**config.mk**
```make
export PLATFORM = sky130hd
export DESIGN_NAME = sss_stereo_sync
export DESIGN_NICKNAME = d
export VERILOG_FILES = /design/src/common/sss_pkg.sv /design/src/design/sss_rate_meter.sv /design/src/design/sss_stereo_sync.sv
export SDC_FILE = /design/constraint.sdc
export NUM_CORES = 1
export LEC_CHECK = 0
export ABC_AREA = 1
export BUFFER_PORTS_ARGS = -buffer_cell sky130_fd_sc_hd__buf_2
export CAP_MARGIN = 20
export CORE_UTILIZATION = 25
export CTS_CLUSTER_SIZE = 14
export DETAILED_ROUTE_END_ITERATION = 12
export SLEW_MARGIN = 20
export SYNTH_ARGS = -nofsm -noshare
export SYNTH_HDL_FRONTEND = slang
export SYNTH_SLANG_ARGS = --single-unit
```
**constraint.sdc**
```tcl
create_clock -name ref_clk -period 4.5 [get_ports ref_clk]
set_clock_uncertainty 0.1 [all_clocks]
set_input_delay 0.9 -clock ref_clk [delete_from_list [all_inputs] [get_ports ref_clk]]
set_output_delay 0.9 -clock ref_clk [all_outputs]
set_load 0.05 [all_outputs]
```
**src/common/sss_pkg.sv**
```systemverilog
// constants and types shared by the stereo shutter sync block
package sss_pkg;
    localparam int unsigned CLK_HZ = 50_000_000;
    localparam int unsigned CLK_PERIOD_NS = 20;
    localparam int unsigned PERIOD_W = 20;
    localparam int unsigned NUM_RATES = 6;

    // eye indicator lead ahead of vertical sync
    localparam int unsigned EYE_LEAD_US = 1000;
    localparam int unsigned EYE_LEAD_CYC = EYE_LEAD_US * 1000 / CLK_PERIOD_NS;

    // base offset and shutter-closed window are strict lower bounds, so one cycle extra
    localparam int unsigned B_MIN_US = 500;
    localparam int unsigned B_CYC = B_MIN_US * 1000 / CLK_PERIOD_NS + 1;
    localparam int unsigned E_MIN_US = 2000;
    localparam int unsigned E_CYC = E_MIN_US * 1000 / CLK_PERIOD_NS + 1;

    // legal windows for pulse width and delta offset
    localparam int unsigned A_MIN_NS = 20_000;
    localparam int unsigned A_MAX_NS = 32_000;
    localparam int unsigned D_MIN_NS = 128_000;
    localparam int unsigned D_MAX_NS = 163_000;
    localparam int unsigned A_MIN_CYC = (A_MIN_NS + CLK_PERIOD_NS - 1) / CLK_PERIOD_NS;
    localparam int unsigned A_MAX_CYC = A_MAX_NS / CLK_PERIOD_NS;
    localparam int unsigned D_MIN_CYC = (D_MIN_NS + CLK_PERIOD_NS - 1) / CLK_PERIOD_NS;
    localparam int unsigned D_MAX_CYC = D_MAX_NS / CLK_PERIOD_NS;

    // displayed frame rate buckets: 98, 100, 102, 118, 120, 122 Hz
    localparam int unsigned RATE_EDGE_HZ [NUM_RATES+1] = '{96, 99, 101, 110, 119, 121, 124};
    localparam int unsigned A_NOM_NS [NUM_RATES] = '{31800, 31200, 30600, 26400, 26000, 25600};
    localparam int unsigned D_NOM_NS [NUM_RATES] =
        '{161600, 158400, 155300, 134200, 132000, 129800};
    localparam int unsigned A_NOM_CYC [NUM_RATES] = '{
        A_NOM_NS[0] / CLK_PERIOD_NS, A_NOM_NS[1] / CLK_PERIOD_NS, A_NOM_NS[2] / CLK_PERIOD_NS,
        A_NOM_NS[3] / CLK_PERIOD_NS, A_NOM_NS[4] / CLK_PERIOD_NS, A_NOM_NS[5] / CLK_PERIOD_NS};
    localparam int unsigned D_NOM_CYC [NUM_RATES] = '{
        D_NOM_NS[0] / CLK_PERIOD_NS, D_NOM_NS[1] / CLK_PERIOD_NS, D_NOM_NS[2] / CLK_PERIOD_NS,
        D_NOM_NS[3] / CLK_PERIOD_NS, D_NOM_NS[4] / CLK_PERIOD_NS, D_NOM_NS[5] / CLK_PERIOD_NS};

    typedef enum logic [1:0] {
        COL_RED = 2'b00,
        COL_GREEN = 2'b01,
        COL_BLUE = 2'b10
    } sss_colour_e;

    typedef enum logic [1:0] {
        PS_IDLE = 2'b00,
        PS_PULSE = 2'b01
    } sss_pulse_e;
endpackage

```
**src/design/sss_rate_meter.sv**
```systemverilog
// frame period measurement and frame rate bucket selection
`timescale 1ns/1ns
module sss_rate_meter #(
    parameter int unsigned CLK_HZ = sss_pkg::CLK_HZ,
    parameter int unsigned PW = sss_pkg::PERIOD_W
) (
    input wire logic ref_clk,
    input wire logic rst,
    input wire logic vsync_rise,
    output logic [PW-1:0] period,
    output logic [2:0] rate_idx,
    output logic rate_ok
);
    logic [PW-1:0] count;
    logic [sss_pkg::NUM_RATES-1:0] hit;
    logic [2:0] next_idx;

    // saturating counter; an over-long frame lands outside every bucket
    always_ff @(posedge ref_clk) begin
        if (rst) begin
            count <= '0;
        end else if (vsync_rise) begin
            count <= '0;
        end else if (count != {PW{1'b1}}) begin
            count <= count + 1'b1;
        end
    end

    always_ff @(posedge ref_clk) begin
        if (rst) begin
            period <= '0;
        end else if (vsync_rise) begin
            period <= count + 1'b1;
        end
    end

    genvar i;
    generate
        for (i = 0; i < sss_pkg::NUM_RATES; i++) begin : g_bucket
            localparam int unsigned P_LONG = CLK_HZ / sss_pkg::RATE_EDGE_HZ[i];
            localparam int unsigned P_SHORT = CLK_HZ / sss_pkg::RATE_EDGE_HZ[i+1];
            assign hit[i] = (period > PW'(P_SHORT)) && (period <= PW'(P_LONG));
        end
    endgenerate

    always_comb begin
        next_idx = 3'h0;
        for (int k = sss_pkg::NUM_RATES - 1; k >= 0; k--) begin
            if (hit[k]) begin
                next_idx = 3'(k);
            end
        end
    end

    always_ff @(posedge ref_clk) begin
        if (rst) begin
            rate_idx <= 3'h0;
            rate_ok <= 1'b0;
        end else begin
            rate_idx <= next_idx;
            rate_ok <= |hit;
        end
    end
endmodule

```
**src/design/sss_stereo_sync.sv**
```systemverilog
// eye indicator, infrared sync and light-encoded sync pulse generation
`timescale 1ns/1ns
module sss_stereo_sync #(
    parameter int unsigned CLK_HZ = sss_pkg::CLK_HZ,
    parameter int unsigned PW = sss_pkg::PERIOD_W,
    parameter int unsigned EYE_LEAD_CYC = sss_pkg::EYE_LEAD_CYC,
    parameter int unsigned B_CYC = sss_pkg::B_CYC,
    parameter int unsigned E_CYC = sss_pkg::E_CYC,
    parameter int unsigned A_NOM_CYC [sss_pkg::NUM_RATES] = sss_pkg::A_NOM_CYC,
    parameter int unsigned D_NOM_CYC [sss_pkg::NUM_RATES] = sss_pkg::D_NOM_CYC
) (
    input wire logic ref_clk,
    input wire logic rst,
    input wire logic vsync,
    input wire logic stereo_en,
    input wire logic light_encoded_sync,
    input wire logic [1:0] pulse_colour,
    input wire logic video_light,
    output logic eye_select,
    output logic ir_sync,
    output logic led_enable,
    output logic [2:0] led_colour,
    output logic sync_pulse,
    output logic rate_ok,
    output logic colour_warn
);
    logic vsync_q;
    logic vsync_rise;
    logic [PW-1:0] period;
    logic [2:0] rate_idx;
    logic [PW-1:0] frame_cnt;
    logic active;
    logic link_on;
    logic alt_long;
    logic frame_left;
    logic [PW-1:0] a_cyc;
    logic [PW-1:0] d_cyc;
    logic [PW-1:0] offset_base;
    logic [PW-1:0] offset_long;
    logic [PW-1:0] offset_cur;
    logic [PW-1:0] pw_cnt;
    logic dark;
    logic next_dark;
    logic pulse_start;
    logic eye_hit;
    sss_pkg::sss_pulse_e pstate;
    sss_pkg::sss_pulse_e next_pstate;

    assign vsync_rise = vsync & ~vsync_q;

    always_ff @(posedge ref_clk) begin
        if (rst) begin
            vsync_q <= 1'b0;
        end else begin
            vsync_q <= vsync;
        end
    end

    sss_rate_meter #(
        .CLK_HZ(CLK_HZ),
        .PW(PW)
    ) u_meter (
        .ref_clk(ref_clk),
        .rst(rst),
        .vsync_rise(vsync_rise),
        .period(period),
        .rate_idx(rate_idx),
        .rate_ok(rate_ok)
    );

    // sync only while 3D is requested and rate supported
    assign active = stereo_en & rate_ok;
    assign link_on = active & light_encoded_sync;

    always_ff @(posedge ref_clk) begin
        if (rst) begin
            frame_cnt <= '0;
        end else if (vsync_rise) begin
            frame_cnt <= '0;
        end else if (frame_cnt != {PW{1'b1}}) begin
            frame_cnt <= frame_cnt + 1'b1;
        end
    end

    // nominal values reloaded every frame whose rate is supported, so follow rate changes
    always_ff @(posedge ref_clk) begin
        if (rst) begin
            a_cyc <= PW'(A_NOM_CYC[0]);
            d_cyc <= PW'(D_NOM_CYC[0]);
        end else if (vsync_rise && rate_ok) begin
            a_cyc <= PW'(A_NOM_CYC[rate_idx]);
            d_cyc <= PW'(D_NOM_CYC[rate_idx]);
        end
    end

    // long offset is base plus delta
    assign offset_base = PW'(B_CYC);
    assign offset_long = offset_base + d_cyc;
    assign offset_cur = alt_long ? offset_long : offset_base;

    always_ff @(posedge ref_clk) begin
        if (rst) begin
            alt_long <= 1'b0;
        end else if (!active) begin
            alt_long <= 1'b0;
        end else if (vsync_rise) begin
            alt_long <= ~alt_long;
        end
    end

    // toggle predicted from last period; a rate jump shifts one frame only
    assign eye_hit = active && (period > PW'(EYE_LEAD_CYC))
        && (frame_cnt == period - PW'(EYE_LEAD_CYC));

    // one means left; left then right of each source frame
    always_ff @(posedge ref_clk) begin
        if (rst) begin
            eye_select <= 1'b0;
        end else if (!active) begin
            eye_select <= 1'b0;
        end else if (eye_hit) begin
            eye_select <= ~eye_select;
        end
    end

    always_ff @(posedge ref_clk) begin
        if (rst) begin
            frame_left <= 1'b0;
        end else if (vsync_rise) begin
            frame_left <= eye_select;
        end
    end

    // infrared emitter follows the eye indicator while light-encoded sync is off
    always_ff @(posedge ref_clk) begin
        if (rst) begin
            ir_sync <= 1'b0;
        end else begin
            ir_sync <= active & ~light_encoded_sync & (eye_hit ? ~eye_select : eye_select);
        end
    end

    // shutters closed for the last E of the frame
    assign next_dark = link_on && !vsync_rise && (period > PW'(E_CYC))
        && (frame_cnt + 1'b1 >= period - PW'(E_CYC));

    // one start point per frame, inside the dark window
    assign pulse_start = link_on && (period > offset_cur)
        && (frame_cnt == period - offset_cur);

    always_comb begin
        next_pstate = pstate;
        case (pstate)
            sss_pkg::PS_IDLE: begin
                if (pulse_start) begin
                    next_pstate = sss_pkg::PS_PULSE;
                end
            end
            sss_pkg::PS_PULSE: begin
                if (vsync_rise || !link_on || pw_cnt == a_cyc - 1'b1) begin
                    next_pstate = sss_pkg::PS_IDLE;
                end
            end
            default: begin
                next_pstate = sss_pkg::PS_IDLE;
            end
        endcase
    end

    always_ff @(posedge ref_clk) begin
        if (rst) begin
            pstate <= sss_pkg::PS_IDLE;
        end else begin
            pstate <= next_pstate;
        end
    end

    // width counted in cycles of the nominal A
    always_ff @(posedge ref_clk) begin
        if (rst) begin
            pw_cnt <= '0;
        end else if (pstate == sss_pkg::PS_PULSE) begin
            pw_cnt <= pw_cnt + 1'b1;
        end else begin
            pw_cnt <= '0;
        end
    end

    always_ff @(posedge ref_clk) begin
        if (rst) begin
            dark <= 1'b0;
            sync_pulse <= 1'b0;
            led_enable <= 1'b0;
        end else begin
            dark <= next_dark;
            sync_pulse <= (next_pstate == sss_pkg::PS_PULSE);
            led_enable <= (next_pstate == sss_pkg::PS_PULSE) | (video_light & ~next_dark);
        end
    end

    // pulse colour selectable; blue still honoured but flagged
    always_ff @(posedge ref_clk) begin
        if (rst) begin
            led_colour <= 3'h1;
            colour_warn <= 1'b0;
        end else begin
            colour_warn <= link_on && (pulse_colour == sss_pkg::COL_BLUE);
            case (pulse_colour)
                sss_pkg::COL_GREEN: led_colour <= 3'h2;
                sss_pkg::COL_BLUE: led_colour <= 3'h4;
                default: led_colour <= 3'h1;
            endcase
        end
    end

    // helper: pulses seen in the current frame
    logic [1:0] pulses_in_frame;
    always_ff @(posedge ref_clk) begin
        if (rst || vsync_rise) begin
            pulses_in_frame <= 2'h0;
        end else if (pulse_start && pstate == sss_pkg::PS_IDLE && pulses_in_frame != 2'h3) begin
            pulses_in_frame <= pulses_in_frame + 1'b1;
        end
    end

    // windows follow the clock rate actually used, so tables scale with it
    localparam longint HZ64 = CLK_HZ;
    localparam longint GIGA = 1_000_000_000;
    localparam int unsigned A_LO = 32'((sss_pkg::A_MIN_NS * HZ64 + GIGA - 1) / GIGA);
    localparam int unsigned A_HI = 32'(sss_pkg::A_MAX_NS * HZ64 / GIGA);
    localparam int unsigned D_LO = 32'((sss_pkg::D_MIN_NS * HZ64 + GIGA - 1) / GIGA);
    localparam int unsigned D_HI = 32'(sss_pkg::D_MAX_NS * HZ64 / GIGA);
endmodule

```
==> metrics.txt, run 1 <==
outcome finished, final reports clean; Top Ports 17; CTS tree yes; Buffers on Ports 16; largest net degree at the start of global routing 19; fin nets 1471; hold buffers post-CTS 0; most frequent cells in the layout 326 x nand2_1, 204 x inv_1, 161 x nor2_1, 114 x dfxtp_1, 96 x nand3_1; share of the synthesized area in the top cell type 25.3%; main combinational cell family by area after synthesis simple AND/OR/NAND/NOR gates; drt first pass iters 5; Mapped Area between 9000 and 10000 um^2; clock root buffer clkbuf_16; Hold Crit Depth 1; Leakage 4.86 nW; Die Area between 30000 and 40000 um^2; vias in the first global route around 8.3k; Synth area leader dfxtp_1; commonest non-fill, non-tap cell in the layout nand2_1; area grow syn2layout 13.6%; Tot GR Track Use 15.4%; Final Slew Violations 0; cells after synthesis roughly 1.4k; Final setup viols 0; Setup Buffers After CTS 0; Detail Placement HPWL 22.2 mm; minimum clock period 3.84 ns; ANT cells 0; Die Height between 150 and 200 um; Critical Path Start Type register; worst hold slack 0.368 ns; Synth Warn # 0; DIE WIDTH roughly 190 um; Filler cells roughly 4k; worst path bufs/invs 1; critical-path maximum fanout 6; Crit path arrival time around 4.1 ns; Reg2Reg Depth 23; fin crit share 85.2%; final hold vios 0; Seq cells post-synth about 110; Compound-Gate Fraction of Synth Area 11.5%; xor and xnor fraction of the mapped netlist area under 10%; Synth Area in Adders 8.13%; Routability Congestion approximately 0.95; Synthesized Nets 1462; # H-tree levels 4; Detail Route Antenna Nets 0; r2r setup slk 0.66 ns; unrepaired setup endpoints after global routing false; worst reg2reg path startpoint d_cyc[0]$_SDFFE_PP0P_; worst path required time ~4.8 ns; worst vdd ir 0.276 mV; Top cell by count, worst path nand2_1; Simple-Gate Fraction of Synth Area 35.6%; clock tree buffer depth 2; power density cells 266 nW/um^2; via count slightly below 9k; cts repair resizes 0; Num CTS Buffers 17; total gr overflow 0; Worst-Skew Late Latency about 0.44 ns; layout cells sized above 1 7.62%; Place WS a little over 0.7 ns; first-pass GRT wire length 43.6 mm; FF+latch area 2280 um^2; pin slew with the least headroom to its limit between 0.8 and 0.9 ns; via/cell ratio 4.72; DRC viols 0; setup ws final 0.664 ns; HP Start d_cyc[3]$_SDFFE_PP0P_; CP top delay family simple AND/OR/NAND/NOR gates; worst stage delay on the critical path 0.47 ns; Critical Path, Cell by Cell ha_1 -> nand2_1 -> a21oi_1 -> nor2_1 -> nor2_1 -> nor3_1 -> or2_2 -> nor2_1 -> ha_1 -> nand2_1 -> nor3_1 -> nand2_1 -> nand2_1 -> nand2_1 -> nand3_1 -> nand2_1 -> inv_1 -> nand2_1 -> nor2_1 -> nand3_1 -> nand2_1 -> nand2_1 -> nand2_1; multi-input logic area 5740 um^2; Power Total 2.73 mW; Std-Cell Rows 69; clock sinks 114; maximum capacitance violations 0; slew margin rel. 44.1%; Crit Path Class register to register; final wirelength 27.6 mm; post-route setup TNS 0 ns; WHS Endpoint d_cyc[3]$_SDFFE_PP0P_; post-synthesis mux area share 0%; Cell variety after synth 56; maximum clock rate between 200 and 300 MHz; worst min path class register to register; CP endpoint kind register; sequential area share after synthesis 25.3%; Critical-path top delay cell dfxtp_1; top post-synthesis cells by area dfxtp_1 25%, nand2_1 14%, inv_1 8.5%; Reg2Reg Capture Point led_enable$_SDFF_PP0_; Initial Utilization 25.4%; per-cell routed wire length 14.7 um; clock-pin slew on the worst setup and hold paths roughly 0.06 ns; DR iter-0 viols between 500 and 600; Std-Cell Core Area 35600 um^2; Avg Inst Size Synth 6.46 um^2; antenna violations before repair 0
## cell usage after synthesis (all sizes together)
cell type / instances
a211oi: 4
a21boi: 1
a21oi: 77
a22oi: 3
a31oi: 6
a32oi: 1
and2: 1
and3: 3
buf: 23
clkbuf: 15
clkinv: 2
conb: 1
dfxtp: 114
fa: 1
ha: 57
inv: 209
nand2: 329
nand3: 102
nand3b: 5
nand4: 30
nor2: 173
nor3: 33
nor3b: 3
nor4: 12
o2111ai: 1
o211ai: 5
o21a: 3
o21ai: 65
o21ba: 1
o21bai: 1
o221ai: 3
o22ai: 14
o31a: 1
or2: 10
xnor2: 24
xor2: 63
## how the worst max path moves through the flow
stage / to / cells past startpoint / startpoint / slack, ns
floorplan: led_enable$_SDFF_PP0_ / 25 / d_cyc[0]$_SDFFE_PP0P_ / 1.55
global placement: led_enable$_SDFF_PP0_ / 26 / d_cyc[0]$_SDFFE_PP0P_ / 0.68
detailed placement: led_enable$_SDFF_PP0_ / 26 / d_cyc[0]$_SDFFE_PP0P_ / 0.72
CTS: led_enable$_SDFF_PP0_ / 25 / d_cyc[0]$_SDFFE_PP0P_ / 0.66
global route: pstate[0]$_SDFF_PP0_ / 24 / d_cyc[0]$_SDFFE_PP0P_ / 0.32
finish: led_enable$_SDFF_PP0_ / 23 / d_cyc[0]$_SDFFE_PP0P_ / 0.66
## worst register-to-register path, delay by kind of cell (launching register included)
| kind | cells | cell delay [ns] |
|---|---|---|
| AOI/OAI and AO/OA | 1 | 0.22 |
| adders and majority gates | 2 | 0.51 |
| buffers and inverters | 1 | 0.04 |
| DFF | 1 | 0.47 |
| and+or+nand+nor | 19 | 2.44 |
## routing by layer
layer	share of wire [%]	up-vias	routed length, um	GRT usage (%)
li1	-	4521	-	-
met1	46	4087	12800	20.3
met2	46	216	12800	25.1
met3	4.7	49	1290	2.48
met4	2.5	0	686	5.60
met5	0	-	0	0
## layout make-up
class                   count  area share [%]
multi-input cells        1033            56.0
flip-flops and latches    114            22.3
inverters                 211            7.73
well taps                 461            5.63
clock buffers              23            4.76
clock inverters             8            1.93
repair buffers             28            1.66
## where the power goes
group	internal, mW	switching [mW]
sequential	1.02	0.00697
combinational	0.0351	0.0775
clock	1.10	0.499
## sequential cells by signal (all words and copies together), names as in the netlist, 2 cells and up
| register | cells |
|---|---|
| frame_cnt | 20 |
| u_meter.rate_idx | 3 |
| u_meter.period | 20 |
| a_cyc | 7 |
| pstate | 2 |
| led_colour | 3 |
| d_cyc | 11 |
| pw_cnt | 20 |
| u_meter.count | 20 |
## cells by family (layout without fill, tap and decap cells)
logic type               count (synthesis)  in the layout
XOR/XNOR                                87             87
flip-flops                             114            114
AO/OA/AOI/OAI                          186            186
adder cells (fa/ha/maj)                 58             58
buffers and inverters                  249            270
other                                    1              1
AND/OR/NAND/NOR                        701            701
## metrics by stage
stage,cells,utilization [%],instance area [um^2]
global placement,1847,26.9,9560
finish,1878,28.8,10200
CTS,1878,28.8,10200
floorplan,1396,-,9020
global route,1878,28.8,10200
detailed placement,1847,26.9,9560
No activity file was read; power rests on OpenSTA's default activity.
==> inputs of run 2 (changes only) <==
clock period = 3.2 ns   (was 4.5 ns; I/O delays follow)
==> run 2 against run 1 <==
Compared with the run above: sequential power rose by 41%; utilization up 3.5 points; cell count grew 6.9%; critical endpoint unchanged.
==> metrics.txt, run 2 (synthesis results as in run 1) <==
outcome finished, final reports clean; CP endpoint kind register; via count around 9.3k; power density cells around 320 nW/um^2; Std-Cell Core Area 35600 um^2; clock root buffer clkbuf_16; Num CTS Buffers 17; via/cell ratio about 4.6; drt first pass iters 7; Crit path arrival time 3.39 ns; clock-pin slew on the worst setup and hold paths 0.06 ns; CTS tree yes; worst stage delay on the critical path 0.36 ns; ANT cells 0; worst vdd ir around 0.28 mV; power share of the combinational group under 10%; sequential share of power just under 40%; per-cell routed wire length ~15 um; placed cell count 1965; Layout Utilization 32.4%; DR iter-0 viols 615; Die Height 192 um; fin crit share 98.7%; minimum clock period 3.16 ns; Worst-Skew Late Latency 0.43 ns; final wirelength 29.2 mm; Buffers on Ports 16; final hold vios 0; fin cells 2007; Die Area 36900 um^2; Top cell by count, worst path nand4_1; worst path required time 3.43 ns; P_int 2.83 mW; antenna violations before repair 0; Tot GR Track Use 15.9%; DR WL met2 between 10 and 15 mm; most frequent cells in the layout 311 x nand2_1, 196 x inv_1, 152 x nor2_1, 138 x buf_4, 105 x dfxtp_1; Routability Congestion 0.936; maximum clock rate between 300 and 400 MHz; Filler cells just under 4k; DIE WIDTH 192 um; Critical Path, Cell by Cell ha_4 -> nand3_4 -> nor2_4 -> nand3_4 -> nor4_4 -> nand3_2 -> nor2_4 -> xor2_2 -> inv_2 -> ha_4 -> nand4_1 -> nor2_2 -> nand4_1 -> nand4_1 -> nand2_1 -> o21bai_1 -> buf_4 -> nand2_2; Leakage 5.49 nW; CP top delay family simple AND/OR/NAND/NOR gates; slew margin rel. 46.0%; Sw Pwr between 0.8 and 0.9 mW; critical-path maximum fanout 3; worst path bufs/invs 2; Detail Route Antenna Nets 0; Critical-path top delay cell dfxtp_2; Crit Path Class register to register; Top Ports 17; r2r setup slk slightly above 0.04 ns; Final Slew Violations 0; Sw Share 23.4%; maximum capacitance violations 0; routed wl met3 1.31 mm; Std-Cell Rows 69; pin slew with the least headroom to its limit ~0.8 ns; layout cells sized above 1 19.9%; unrepaired setup endpoints after global routing true; DRC viols 0; area grow syn2layout 27.5%; fin nets 1599; Detail Placement HPWL 23.4 mm; largest net degree at the start of global routing 26; worst min path class input pin to register; total gr overflow 0; vias in the first global route 8873; # H-tree levels 4; Post-Route M1 WL 13.6 mm; clock sinks 114; Clk pwr share 55.8%; first-pass GRT wire length 45.5 mm; Initial Utilization 25.4%; Highest Signal Layer met4; Final setup viols 0; Critical Path Start Type register; clock tree buffer depth 2; commonest non-fill, non-tap cell in the layout nand2_1
-- run 2: path summary, 6_finish.rpt --
check,cells past startpoint,startpoint,to
worst max-delay path,18,frame_cnt[1]$_SDFFE_PP0P_,led_enable$_SDFF_PP0_
worst min-delay path,2,light_encoded_sync,ir_sync$_SDFF_PP0_
worst max register to register,18,frame_cnt[1]$_SDFFE_PP0P_,led_enable$_SDFF_PP0_
worst min register to register,1,pw_cnt[0]$_SDFF_PP0_,pw_cnt[0]$_SDFF_PP0_
-- run 2: through the flow --
step	power [mW]	setup WS [ns]	cell area [um^2]	TNS [ns]	hold WS, ns
final	3.70	0.0410	11500	0	0.283
after detailed placement	1.66	-0.0206	10500	-0.0242	0.360
after CTS	3.74	0.000342	11100	0	0.271
after floorplan	1.58	0.253	9020	0	0.341
after global routing	3.81	-0.172	11500	-0.459	0.282
after global placement	1.66	0.00583	10500	0	0.352
-- run 2: area by class of cell --
type	count	area (um^2)	share of cell area, %
flip-flops and latches	114	2300	20.0
clock inverters	8	124	1.08
repair buffers	156	1140	9.89
multi-input cells	1033	6070	52.7
well taps	461	577	5.01
inverters	211	795	6.90
clock buffers	24	502	4.36
-- run 2: power by group through the flow --
stage / Sequential (mW) / Combinational (mW) / Clock [mW]
after floorplan: 1.48 / 0.101 / 0
after global placement: 1.47 / 0.188 / 0
after detailed placement: 1.47 / 0.190 / 0
after CTS: 1.44 / 0.192 / 2.11
after global routing: 1.44 / 0.219 / 2.16
final: 1.44 / 0.197 / 2.06
-- run 2: layer usage --
metal	vias to the layer above	global-route usage [%]
li1	4781	-
met1	4300	20.5
met2	186	26.2
met3	44	3.22
met4	0	5.60
met5	-	0
-- run 2: timing repair --
action / in CTS / in global routing
buffers inserted: 0 / 10
endpoints found under the setup margin: 3 / 3
hold buffers: 0 / 0
gates resized for setup: 5 / 95
pin swaps: 3 / 52
-- run 2: worst reg2reg max path: cells and delay by family (launching register included) --
family                   cells  cell delay [ns]
XOR/XNOR                     1             0.22
adder cells (fa/ha/maj)      2             0.43
flip-flops                   1             0.36
buffers and inverters        2             0.23
AND/OR/NAND/NOR             12             1.57
AO/OA/AOI/OAI                1             0.16
